**config.mk**
```make
export PLATFORM = sky130hd
export DESIGN_NAME = can_txstatus_rxfifo_flags
export DESIGN_NICKNAME = d
export VERILOG_FILES = /design/src/logic/rx_queue_flags.v /design/src/logic/can_txstatus_rxfifo_flags.v
export VERILOG_INCLUDE_DIRS = /design/src /design/src/logic
export SDC_FILE = /design/constraint.sdc
export NUM_CORES = 1
export LEC_CHECK = 0
export ABC_AREA = 1
export ABC_CLOCK_PERIOD_IN_PS = 1400
export BUFFER_PORTS_ARGS = -buffer_cell sky130_fd_sc_hd__buf_2
export CORE_ASPECT_RATIO = 0.6
export CORE_MARGIN = 2
export CORE_UTILIZATION = 46
export CTS_CLUSTER_SIZE = 25
export DETAILED_ROUTE_END_ITERATION = 8
export GPL_TIMING_DRIVEN = 0
export PLACE_DENSITY = 0.81
export REMOVE_ABC_BUFFERS = 1
export SLEW_MARGIN = 5
export SYNTH_ARGS = -nofsm -noshare
export SYNTH_HDL_FRONTEND = slang
export SYNTH_SLANG_ARGS = --single-unit
```
**constraint.sdc**
```tcl
create_clock -name aclk -period 1.4 [get_ports aclk]
set_input_delay 0.07 -clock aclk [delete_from_list [all_inputs] [get_ports aclk]]
set_output_delay 0.07 -clock aclk [all_outputs]
set_load 0.05 [all_outputs]
```
**src/logic/can_flags_regs.vh**
```
`ifndef CAN_FLAGS_REGS_VH
`define CAN_FLAGS_REGS_VH

// ==================================================
// register byte offsets
`define OFS_TX_MAILBOX_STATUS 8'h08
`define OFS_RX_QUEUE0_STATUS 8'h0C
`define OFS_RX_QUEUE1_STATUS 8'h10
`define OFS_IRQ_STATUS 8'h20
`define OFS_IRQ_MASK 8'h24
`define OFS_RX_CONFIG 8'h28
`define OFS_TX_REQUEST 8'h2C

// ==================================================
// register select codes
`define SEL_NONE 3'h0
`define SEL_TXST 3'h1
`define SEL_RXQ0 3'h2
`define SEL_RXQ1 3'h3
`define SEL_IRQS 3'h4
`define SEL_IRQM 3'h5
`define SEL_CFG 3'h6
`define SEL_TXREQ 3'h7

// ==================================================
// transmit status fields, mailbox n at base n*8
`define MB_STRIDE 8
`define MB_DONE 0
`define MB_DONE_OK 1
`define MB_ARB_LOST 2
`define MB_TX_FAULT 3
`define MB_ABORT 7

// ==================================================
// receive queue status fields
`define RXQ_COUNT_LSB 0
`define RXQ_COUNT_MSB 1
`define RXQ_FULL 3
`define RXQ_OVERFLOW 4
`define RXQ_RELEASE 5
`define RXQ_OVERRUN 8
`define RXQ_DEPTH 2'h3

// ==================================================
// interrupt status bits
`define IRQ_MB0_DONE 0
`define IRQ_MB1_DONE 1
`define IRQ_Q0_FULL 2
`define IRQ_Q0_OVERFLOW 3
`define IRQ_Q0_OVERRUN 4
`define IRQ_Q1_FULL 5
`define IRQ_Q1_OVERFLOW 6
`define IRQ_Q1_OVERRUN 7
`define IRQ_W 8
`define CFG_OVERWRITE 0

// ==================================================
// reset values and bus answers
`define RST_WORD 32'h00000000
`define RST_IRQ 8'h00
`define FULL_STROBE 4'hF
`define RESP_OKAY 2'h0
`define RESP_SLVERR 2'h2
`define RESP_DECERR 2'h3

`endif

```
**src/logic/rx_queue_flags.v**
```verilog
`timescale 1ns/1ps
`include "can_flags_regs.vh"

// ==================================================
// per receive queue occupancy and flag keeper
module rx_queue_flags #(
   parameter COUNT_W = 2,
   parameter [COUNT_W-1:0] DEPTH = `RXQ_DEPTH
) (
   input wire aclk,
   input wire aresetn,
   input wire frame_in,
   input wire overwrite_en,
   input wire release_set,
   input wire clr_full,
   input wire clr_overflow,
   input wire clr_overrun,
   output reg [COUNT_W-1:0] count,
   output reg full,
   output reg overflow,
   output reg overrun,
   output reg release_req,
   output reg pop,
   output reg replace,
   output wire full_evt,
   output wire overflow_evt,
   output wire overrun_evt
);
   wire [COUNT_W-1:0] one = {{(COUNT_W-1){1'b0}}, 1'b1};
   wire [COUNT_W-1:0] zero = {COUNT_W{1'b0}};
   wire at_full = (count == DEPTH);
   // a release of an empty queue just drops the request
   wire do_pop = release_req && (count != zero);
   // a pop in the same cycle makes room for the arriving frame
   wire arrive_ok = frame_in && (!at_full || do_pop);
   wire arrive_full = frame_in && at_full && !do_pop;

   assign full_evt = arrive_ok && !do_pop && (count == DEPTH - one);
   assign overflow_evt = arrive_full;
   assign overrun_evt = arrive_full && overwrite_en;

   // events win over a same-cycle software clear
   always @(posedge aclk) begin
      if (!aresetn) begin
         count <= zero;
         full <= 1'b0;
         overflow <= 1'b0;
         overrun <= 1'b0;
         release_req <= 1'b0;
         pop <= 1'b0;
         replace <= 1'b0;
      end else begin
         if (arrive_ok && !do_pop) begin
            count <= count + one;
         end else if (do_pop && !arrive_ok) begin
            count <= count - one;
         end
         if (full_evt) begin
            full <= 1'b1;
         end else if (clr_full) begin
            full <= 1'b0;
         end
         if (overflow_evt) begin
            overflow <= 1'b1;
         end else if (clr_overflow) begin
            overflow <= 1'b0;
         end
         if (overrun_evt) begin
            overrun <= 1'b1;
         end else if (clr_overrun) begin
            overrun <= 1'b0;
         end
         // request lives one cycle: the pop happens in it, then it clears
         if (release_set) begin
            release_req <= 1'b1;
         end else if (release_req) begin
            release_req <= 1'b0;
         end
         pop <= do_pop;
         replace <= arrive_full && overwrite_en;
      end
   end
endmodule // rx_queue_flags

```
**src/logic/can_txstatus_rxfifo_flags.v**
```verilog
`timescale 1ns/1ps
`include "can_flags_regs.vh"

// Function
// - done flag sets on finish or abort, clears on write-one or pending request
// - done-ok sets on clean finish, clears on error finish or write-one
// - software sets abort bit; hardware clears it when mailbox is empty
// - fault flag sets on error, clears on write-one or next start
// - arbitration-lost flag sets on loss, clears on write-one or next start
// - overrun flag sets when overwrite enabled and queue overruns
// - software sets release bit; hardware clears it after dequeuing
// - overfull flag sets on overflow, clears only on write-one
// - full flag sets when queue becomes full, clears on write-one
// - two-bit count field reports frames held in the queue
// - second queue mirrors the first in its own status word
module can_txstatus_rxfifo_flags #(
   parameter ADDR_W = 8,
   parameter MAILBOXES = 2,
   parameter COUNT_W = 2
) (
   input wire aclk,
   input wire aresetn,
   input wire [ADDR_W-1:0] s_axi_awaddr,
   input wire s_axi_awvalid,
   output reg s_axi_awready,
   input wire [31:0] s_axi_wdata,
   input wire [3:0] s_axi_wstrb,
   input wire s_axi_wvalid,
   output reg s_axi_wready,
   output reg [1:0] s_axi_bresp,
   output reg s_axi_bvalid,
   input wire s_axi_bready,
   input wire [ADDR_W-1:0] s_axi_araddr,
   input wire s_axi_arvalid,
   output reg s_axi_arready,
   output reg [31:0] s_axi_rdata,
   output reg [1:0] s_axi_rresp,
   output reg s_axi_rvalid,
   input wire s_axi_rready,
   input wire [MAILBOXES-1:0] tx_start,
   input wire [MAILBOXES-1:0] tx_end_ok,
   input wire [MAILBOXES-1:0] tx_end_err,
   input wire [MAILBOXES-1:0] tx_aborted,
   input wire [MAILBOXES-1:0] tx_arb_loss,
   input wire [MAILBOXES-1:0] tx_error,
   input wire [MAILBOXES-1:0] mbox_empty,
   output reg [MAILBOXES-1:0] tx_request,
   output reg [MAILBOXES-1:0] abort_req,
   input wire [1:0] rx_frame,
   output reg [1:0] rx_pop,
   output reg [1:0] rx_replace,
   output reg irq
);
   // ==================================================
   // address decode, shared by the read and write paths
   function [2:0] reg_sel;
      input [ADDR_W-1:0] addr;
      begin
         if (addr == `OFS_TX_MAILBOX_STATUS) begin
            reg_sel = `SEL_TXST;
         end else if (addr == `OFS_RX_QUEUE0_STATUS) begin
            reg_sel = `SEL_RXQ0;
         end else if (addr == `OFS_RX_QUEUE1_STATUS) begin
            reg_sel = `SEL_RXQ1;
         end else if (addr == `OFS_IRQ_STATUS) begin
            reg_sel = `SEL_IRQS;
         end else if (addr == `OFS_IRQ_MASK) begin
            reg_sel = `SEL_IRQM;
         end else if (addr == `OFS_RX_CONFIG) begin
            reg_sel = `SEL_CFG;
         end else if (addr == `OFS_TX_REQUEST) begin
            reg_sel = `SEL_TXREQ;
         end else begin
            reg_sel = `SEL_NONE;
         end
      end
   endfunction

   // ==================================================
   // write channel: address and data taken in either order
   reg aw_held;
   reg w_held;
   reg [ADDR_W-1:0] aw_addr;
   reg [31:0] w_data;
   reg [3:0] w_strb;
   wire wr_go = aw_held && w_held && !s_axi_bvalid;
   wire [2:0] wr_sel = reg_sel(aw_addr);
   // partial-lane writes are refused so a half word never lands
   wire wr_full = (w_strb == `FULL_STROBE);
   wire wr_en = wr_go && wr_full && (wr_sel != `SEL_NONE);

   always @(posedge aclk) begin
      if (!aresetn) begin
         aw_held <= 1'b0;
         w_held <= 1'b0;
         aw_addr <= {ADDR_W{1'b0}};
         w_data <= `RST_WORD;
         w_strb <= 4'h0;
         s_axi_awready <= 1'b1;
         s_axi_wready <= 1'b1;
         s_axi_bvalid <= 1'b0;
         s_axi_bresp <= `RESP_OKAY;
      end else begin
         if (s_axi_awvalid && s_axi_awready) begin
            aw_held <= 1'b1;
            aw_addr <= s_axi_awaddr;
            s_axi_awready <= 1'b0;
         end
         if (s_axi_wvalid && s_axi_wready) begin
            w_held <= 1'b1;
            w_data <= s_axi_wdata;
            w_strb <= s_axi_wstrb;
            s_axi_wready <= 1'b0;
         end
         if (wr_go) begin
            aw_held <= 1'b0;
            w_held <= 1'b0;
            s_axi_bvalid <= 1'b1;
            if (wr_sel == `SEL_NONE) begin
               s_axi_bresp <= `RESP_DECERR;
            end else if (!wr_full) begin
               s_axi_bresp <= `RESP_SLVERR;
            end else begin
               s_axi_bresp <= `RESP_OKAY;
            end
         end
         // channels reopen only once the response is gone
         if (s_axi_bvalid && s_axi_bready) begin
            s_axi_bvalid <= 1'b0;
            s_axi_awready <= 1'b1;
            s_axi_wready <= 1'b1;
         end
      end
   end

   // write-one strobes per register
   wire [31:0] wr_txst = (wr_en && wr_sel == `SEL_TXST) ? w_data : `RST_WORD;
   wire [31:0] wr_q0 = (wr_en && wr_sel == `SEL_RXQ0) ? w_data : `RST_WORD;
   wire [31:0] wr_q1 = (wr_en && wr_sel == `SEL_RXQ1) ? w_data : `RST_WORD;
   wire [31:0] wr_irqs = (wr_en && wr_sel == `SEL_IRQS) ? w_data : `RST_WORD;
   wire [31:0] wr_txreq = (wr_en && wr_sel == `SEL_TXREQ) ? w_data : `RST_WORD;

   // ==================================================
   // mailbox flags, one copy per mailbox
   reg overwrite_en;
   wire [31:0] tx_status_word;
   wire [MAILBOXES-1:0] done_evt;

   genvar m;
   generate
      for (m = 0; m < MAILBOXES; m = m + 1) begin : g_mbox
         reg done;
         reg done_ok;
         reg arb_lost;
         reg tx_fault;
         // writing one to done also wipes the three outcome flags
         wire clr_all = wr_txst[m*`MB_STRIDE+`MB_DONE];
         assign done_evt[m] = tx_end_ok[m] || tx_end_err[m] || tx_aborted[m];

         always @(posedge aclk) begin
            if (!aresetn) begin
               done <= 1'b0;
               done_ok <= 1'b0;
               arb_lost <= 1'b0;
               tx_fault <= 1'b0;
               abort_req[m] <= 1'b0;
               tx_request[m] <= 1'b0;
            end else begin
               // reads zero while a request is pending or sending
               if (done_evt[m]) begin
                  done <= 1'b1;
               end else if (clr_all || tx_request[m]) begin
                  done <= 1'b0;
               end
               if (tx_end_ok[m]) begin
                  done_ok <= 1'b1;
               end else if (tx_end_err[m] || clr_all || wr_txst[m*`MB_STRIDE+`MB_DONE_OK]) begin
                  done_ok <= 1'b0;
               end
               if (tx_arb_loss[m]) begin
                  arb_lost <= 1'b1;
               end else if (tx_start[m] || clr_all || wr_txst[m*`MB_STRIDE+`MB_ARB_LOST]) begin
                  arb_lost <= 1'b0;
               end
               if (tx_error[m]) begin
                  tx_fault <= 1'b1;
               end else if (tx_start[m] || clr_all || wr_txst[m*`MB_STRIDE+`MB_TX_FAULT]) begin
                  tx_fault <= 1'b0;
               end
               // an empty mailbox has nothing to stop, so it drops the request
               if (mbox_empty[m]) begin
                  abort_req[m] <= 1'b0;
               end else if (wr_txst[m*`MB_STRIDE+`MB_ABORT]) begin
                  abort_req[m] <= 1'b1;
               end
               // request stands until the transmitter starts the frame
               if (wr_txreq[m]) begin
                  tx_request[m] <= 1'b1;
               end else if (tx_start[m]) begin
                  tx_request[m] <= 1'b0;
               end
            end
         end

         // reserved positions of each mailbox byte read as zero
         assign tx_status_word[m*`MB_STRIDE+`MB_DONE] = done;
         assign tx_status_word[m*`MB_STRIDE+`MB_DONE_OK] = done_ok;
         assign tx_status_word[m*`MB_STRIDE+`MB_ARB_LOST] = arb_lost;
         assign tx_status_word[m*`MB_STRIDE+`MB_TX_FAULT] = tx_fault;
         assign tx_status_word[m*`MB_STRIDE+6:m*`MB_STRIDE+4] = 3'h0;
         assign tx_status_word[m*`MB_STRIDE+`MB_ABORT] = abort_req[m];
      end
   endgenerate
   assign tx_status_word[31:MAILBOXES*`MB_STRIDE] = {(32-MAILBOXES*`MB_STRIDE){1'b0}};

   // ==================================================
   // receive queues, identical copies with their own status words
   wire [COUNT_W-1:0] q_count [0:1];
   wire [1:0] q_full;
   wire [1:0] q_overflow;
   wire [1:0] q_overrun;
   wire [1:0] q_release;
   wire [1:0] q_pop;
   wire [1:0] q_replace;
   wire [1:0] q_full_evt;
   wire [1:0] q_overflow_evt;
   wire [1:0] q_overrun_evt;
   wire [31:0] wr_q [0:1];
   wire [31:0] q_word [0:1];
   assign wr_q[0] = wr_q0;
   assign wr_q[1] = wr_q1;

   genvar q;
   generate
      for (q = 0; q < 2; q = q + 1) begin : g_rxq
         rx_queue_flags #(
            .COUNT_W(COUNT_W)
         ) u_queue (
            .aclk(aclk),
            .aresetn(aresetn),
            .frame_in(rx_frame[q]),
            .overwrite_en(overwrite_en),
            .release_set(wr_q[q][`RXQ_RELEASE]),
            .clr_full(wr_q[q][`RXQ_FULL]),
            .clr_overflow(wr_q[q][`RXQ_OVERFLOW]),
            .clr_overrun(wr_q[q][`RXQ_OVERRUN]),
            .count(q_count[q]),
            .full(q_full[q]),
            .overflow(q_overflow[q]),
            .overrun(q_overrun[q]),
            .release_req(q_release[q]),
            .pop(q_pop[q]),
            .replace(q_replace[q]),
            .full_evt(q_full_evt[q]),
            .overflow_evt(q_overflow_evt[q]),
            .overrun_evt(q_overrun_evt[q])
         );
         // same layout for both queues, reserved bits read zero
         assign q_word[q] = {23'h000000, q_overrun[q], 2'h0, q_release[q], q_overflow[q],
                             q_full[q], 1'b0, q_count[q]};
      end
   endgenerate

   // ==================================================
   // interrupt status, mask and line
   reg [`IRQ_W-1:0] irq_status;
   reg [`IRQ_W-1:0] irq_mask;
   wire [`IRQ_W-1:0] irq_evt = {q_overrun_evt[1], q_overflow_evt[1], q_full_evt[1],
                                q_overrun_evt[0], q_overflow_evt[0], q_full_evt[0],
                                done_evt[1], done_evt[0]};

   // set wins over write-one-to-clear in the same cycle
   always @(posedge aclk) begin
      if (!aresetn) begin
         irq_status <= `RST_IRQ;
         irq_mask <= `RST_IRQ;
         overwrite_en <= 1'b0;
         irq <= 1'b0;
         rx_pop <= 2'h0;
         rx_replace <= 2'h0;
      end else begin
         irq_status <= irq_evt | (irq_status & ~wr_irqs[`IRQ_W-1:0]);
         if (wr_en && wr_sel == `SEL_IRQM) begin
            irq_mask <= w_data[`IRQ_W-1:0];
         end
         if (wr_en && wr_sel == `SEL_CFG) begin
            overwrite_en <= w_data[`CFG_OVERWRITE];
         end
         // one cycle behind the status bit, to keep the pin on a flop
         irq <= |(irq_status & irq_mask);
         rx_pop <= q_pop;
         rx_replace <= q_replace;
      end
   end

   // ==================================================
   // read channel, answer one cycle after the address is taken
   reg [31:0] rd_word;
   wire [2:0] rd_sel = reg_sel(s_axi_araddr);

   always @* begin
      rd_word = `RST_WORD;
      case (rd_sel)
         `SEL_TXST: rd_word = tx_status_word;
         `SEL_RXQ0: rd_word = q_word[0];
         `SEL_RXQ1: rd_word = q_word[1];
         `SEL_IRQS: rd_word = {{(32-`IRQ_W){1'b0}}, irq_status};
         `SEL_IRQM: rd_word = {{(32-`IRQ_W){1'b0}}, irq_mask};
         `SEL_CFG: rd_word = {31'h00000000, overwrite_en};
         `SEL_TXREQ: rd_word = {{(32-MAILBOXES){1'b0}}, tx_request};
         default: rd_word = `RST_WORD;
      endcase
   end

   always @(posedge aclk) begin
      if (!aresetn) begin
         s_axi_arready <= 1'b1;
         s_axi_rvalid <= 1'b0;
         s_axi_rdata <= `RST_WORD;
         s_axi_rresp <= `RESP_OKAY;
      end else begin
         if (s_axi_arvalid && s_axi_arready) begin
            s_axi_arready <= 1'b0;
            s_axi_rvalid <= 1'b1;
            s_axi_rdata <= rd_word;
            s_axi_rresp <= (rd_sel == `SEL_NONE) ? `RESP_DECERR : `RESP_OKAY;
         end else if (s_axi_rvalid && s_axi_rready) begin
            s_axi_rvalid <= 1'b0;
            s_axi_arready <= 1'b1;
         end
      end
   end
endmodule // can_txstatus_rxfifo_flags

```
==> insert_results.sql <==
INSERT INTO impl_metrics (metric_group, metric, value, unit) VALUES
('floorplanning', 'core_region_area', '0.00872', 'sq mm'),
('layout', 'drive_above_1_share', '0.314', ''),
('worst_setup_path', 'reg2reg_slack', '-330', 'ps'),
('route', 'drt.antenna.violating_nets', '0', ''),
('power', 'sw_frac_of_total', '0.286', ''),
('worst_setup_path', 'critical_path.startpoint', 'aw_addr[7]', ''),
('power', 'power_per_cell_area', '1140', 'mW/mm^2'),
('layout', 'layout.cells.most_common', 'dfxtp_1', ''),
('route', 'route.final.wire_length', '12.7', 'mm'),
('synthesis', 'synth_area_leaders', 'dfxtp_1, a21oi_1, nand2_1', ''),
('worst_setup_path', 'critPathCapture', 'g_rxq[0].u_queue.overrun', ''),
('timing', 'maxSlewViolCount', '0', ''),
('synthesis', 'dominant_combinational_cell_family_by_area_after_synthesis', 'compound AO/OA/AOI/OAI gates', ''),
('global_routing', 'grt_start_max_net_pins', '55', ''),
('clock_network', 'clock-root-buffer', 'clkbuf_16', ''),
('clock_network', 'clockBufferDepth', '2', ''),
('status', 'outcome', 'finished, violations left', ''),
('floorplanning', 'floorplan.die_area', '0.00997', 'sq mm'),
('timing', 'slew_at_the_pin_with_the_worst_max_slew_slack', '547', 'ps'),
('global_routing', 'grt_pass1_vias', '3955', ''),
('place', 'numPlacedInstances', '736', ''),
('timing', 'final.period_utilization', '1.23', ''),
('worst_setup_path', 'critical_path.most_common_cell', 'nand3_4', ''),
('worst_setup_path', 'worst_ep_arrival_time', '1960', 'ps'),
('timing', 'final-setup-viol-count', '42', ''),
('synthesis', 'seq_total_area_yosys', '0.465', ''),
('route', 'drtPass1Iterations', '5', ''),
('worst_hold_path', 'worst_hold_path_type', 'in -> reg', ''),
('power', 'power.internal', '4.61', 'mW'),
('timing', 'worst_hold_slack', '11.6', 'ps'),
('synthesis', 'synth.cell_area', '0.00422', 'sq mm'),
('timing', 'final.setup.worst_slack', '-327', 'ps'),
('worst_setup_path', 'critical_path_class', 'reg -> reg', ''),
('route', 'first_iter_violations', '381', ''),
('synthesis', 'yosys.area_share.simple', '0.199', ''),
('route', 'via_count', '4324', ''),
('synthesis', 'synth.avg_cell_area', '7.57', 'sq um'),
('worst_setup_path', 'crit_path_slowest_cell', 'dfxtp_2', ''),
('synthesis', 'yosys_warning_count', '0', ''),
('timing', 'achievable-frequency', '579', 'MHz'),
('timing', 'final-hold-violation-count', '0', ''),
('place', 'place_ws', '-1550', 'ps'),
('worst_setup_path', 'critical_path.endpoint_type', 'flop', ''),
('synthesis', 'synthMuxAreaShare', '0', ''),
('worst_setup_path', 'cp-start-kind', 'flop', ''),
('global_routing', 'globalRouteTotalUtil', '0.244', ''),
('clock_network', 'clk_latency', '350', 'ps'),
('power', 'p_leak', '2.48', 'nW'),
('clock_network', 'htree_levels', '3', ''),
('power', 'vdd_drop_max', '0.000645', 'V'),
('clock_network', 'cts_tree', 'yes', ''),
('timing', 'timing.slew.headroom', '0.635', ''),
('synthesis', 'synthCells', '557', ''),
('clock_network', 'clkTransAtPathRegs', '70', 'ps'),
('global_routing', 'grt_pass1_wl', '19.0', 'mm'),
('worst_setup_path', 'reg2reg_to', 'g_rxq[0].u_queue.overrun', ''),
('synthesis', 'post_synth_fa_ha_maj_area_fraction', '0.00594', ''),
('layout', 'area_growth', '33.8', '%'),
('layout', 'final_core_utilization', '0.647', ''),
('global_routing', 'antenna_found_initial', '0', ''),
('status', 'violated_checks', 'setup timing', ''),
('power', 'power_frac_comb', '0.153', ''),
('run', 'drv_cap', '0', ''),
('place', 'io_buffers', '86', ''),
('synthesis', 'synth-compound-area-share', '0.205', ''),
('floorplanning', 'top_ports', '125', ''),
('worst_setup_path', 'reg2reg_depth', '9', ''),
('timing', 'rsz0062_at_grt', 'true', ''),
('route', 'avgRoutedWirePerCell', '15.9', 'um'),
('place', 'globalplace.congestion', '0.901', ''),
('timing', 'timing.clock.skew', '9.65', 'ps');
worst max-delay path, delay by kind of cell, from the launching register on:
| family | cells | cell delay, ps |
|---|---|---|
| AO/OA/AOI/OAI | 1 | 260 |
| buffers and inverters | 2 | 210 |
| AND/OR/NAND/NOR | 6 | 800 |
| flip-flops | 1 | 340 |
worst min-delay path by stage:
| stage | from | cells after the start | end | slack [ps] |
|---|---|---|---|---|
| global route | s_axi_awaddr[3] | 3 | aw_addr[3] | 5 |
| floorplan | aresetn | 1 | s_axi_arready | 140 |
| global placement | mbox_empty[1] | 2 | abort_req[1] | 240 |
| CTS | s_axi_awaddr[3] | 3 | aw_addr[3] | 2 |
| detailed placement | mbox_empty[1] | 2 | abort_req[1] | 240 |
| finish | s_axi_awaddr[3] | 3 | aw_addr[3] | 10 |
area by class of cell:
| type | instances | area, sq um |
|---|---|---|
| fill | 709 | 3080 |
| multi-input combinational | 361 | 2020 |
| sequential | 98 | 1980 |
| timing repair buffer | 135 | 878 |
| inverter | 80 | 317 |
| clock buffer | 12 | 267 |
| tap | 112 | 140 |
| clock inverter | 4 | 32.5 |
cell usage after synthesis, drive strengths merged:
cell type  number
or2             3
inv            79
dfxtp          98
o2111ai         3
o211ai          6
o32ai           1
a221oi          2
o22ai           4
o221ai          3
nor3           10
nor4            1
nand3          21
conb            1
nand4           6
a21boi          1
o21ai          63
a21oi          77
clkinv          1
nand2          82
ha              2
clkbuf         15
nor2           56
buf            22
routing by layer:
metal	part of all wire	global-route usage
met1	0.43	0.315
met2	0.46	0.403
met3	0.091	0.0716
met4	0.020	0.0648
met5	0	0
stage by stage:
stage / area (sq um) / setup TNS, ps
2_1_floorplan: 4060 / -9950
3_3_place_gp: 4630 / -53420
3_5_place_dp: 4630 / -58260
4_1_cts: 5470 / -6580
5_1_grt: 5640 / -12910
6_report: 5640 / -9150
state kept, by name, indices dropped and copies added, names as in the netlist, 2 cells and up:
name,flops
s_axi_rdata,13
w_data,13
aw_addr,8
irq_mask,8
irq_status,8
g_rxq.u_queue.count,4
w_strb,4
abort_req,2
g_mbox.arb_lost,2
g_mbox.done,2
g_mbox.done_ok,2
g_mbox.tx_fault,2
g_rxq.u_queue.full,2
g_rxq.u_queue.overflow,2
g_rxq.u_queue.overrun,2
g_rxq.u_queue.pop,2
g_rxq.u_queue.release_req,2
g_rxq.u_queue.replace,2
rx_pop,2
rx_replace,2
s_axi_bresp,2
tx_request,2
power groups by stage:
stage	clock network [mW]	logic [mW]	registers, mW
2_1_floorplan	0	0.443	3.11
3_3_place_gp	0	0.704	3.05
3_5_place_dp	0	0.728	3.05
4_1_cts	2.49	0.886	3.00
5_1_grt	2.62	1.06	3.03
6_report	2.44	0.987	3.02
timing repair:
action                                 CTS  global route
endpoints found under the hold margin   18             1
gates resized for setup                 80            24
buffers inserted                        19            10
cloned                                   1             0
hold buffers                            19             1
setup endpoints to repair               80            58
pin swaps                               34            23
cells by family (layout without fill, tap and decap cells):
kind of cell               after synthesis  in the layout
DFF                                     98             98
AOI/OAI and AO/OA                      160            160
buffers and inverters                  117            231
adders and majority gates                2              2
other                                    1             19
and+or+nand+nor                        179            180
(Power assumes the default switching activity.)
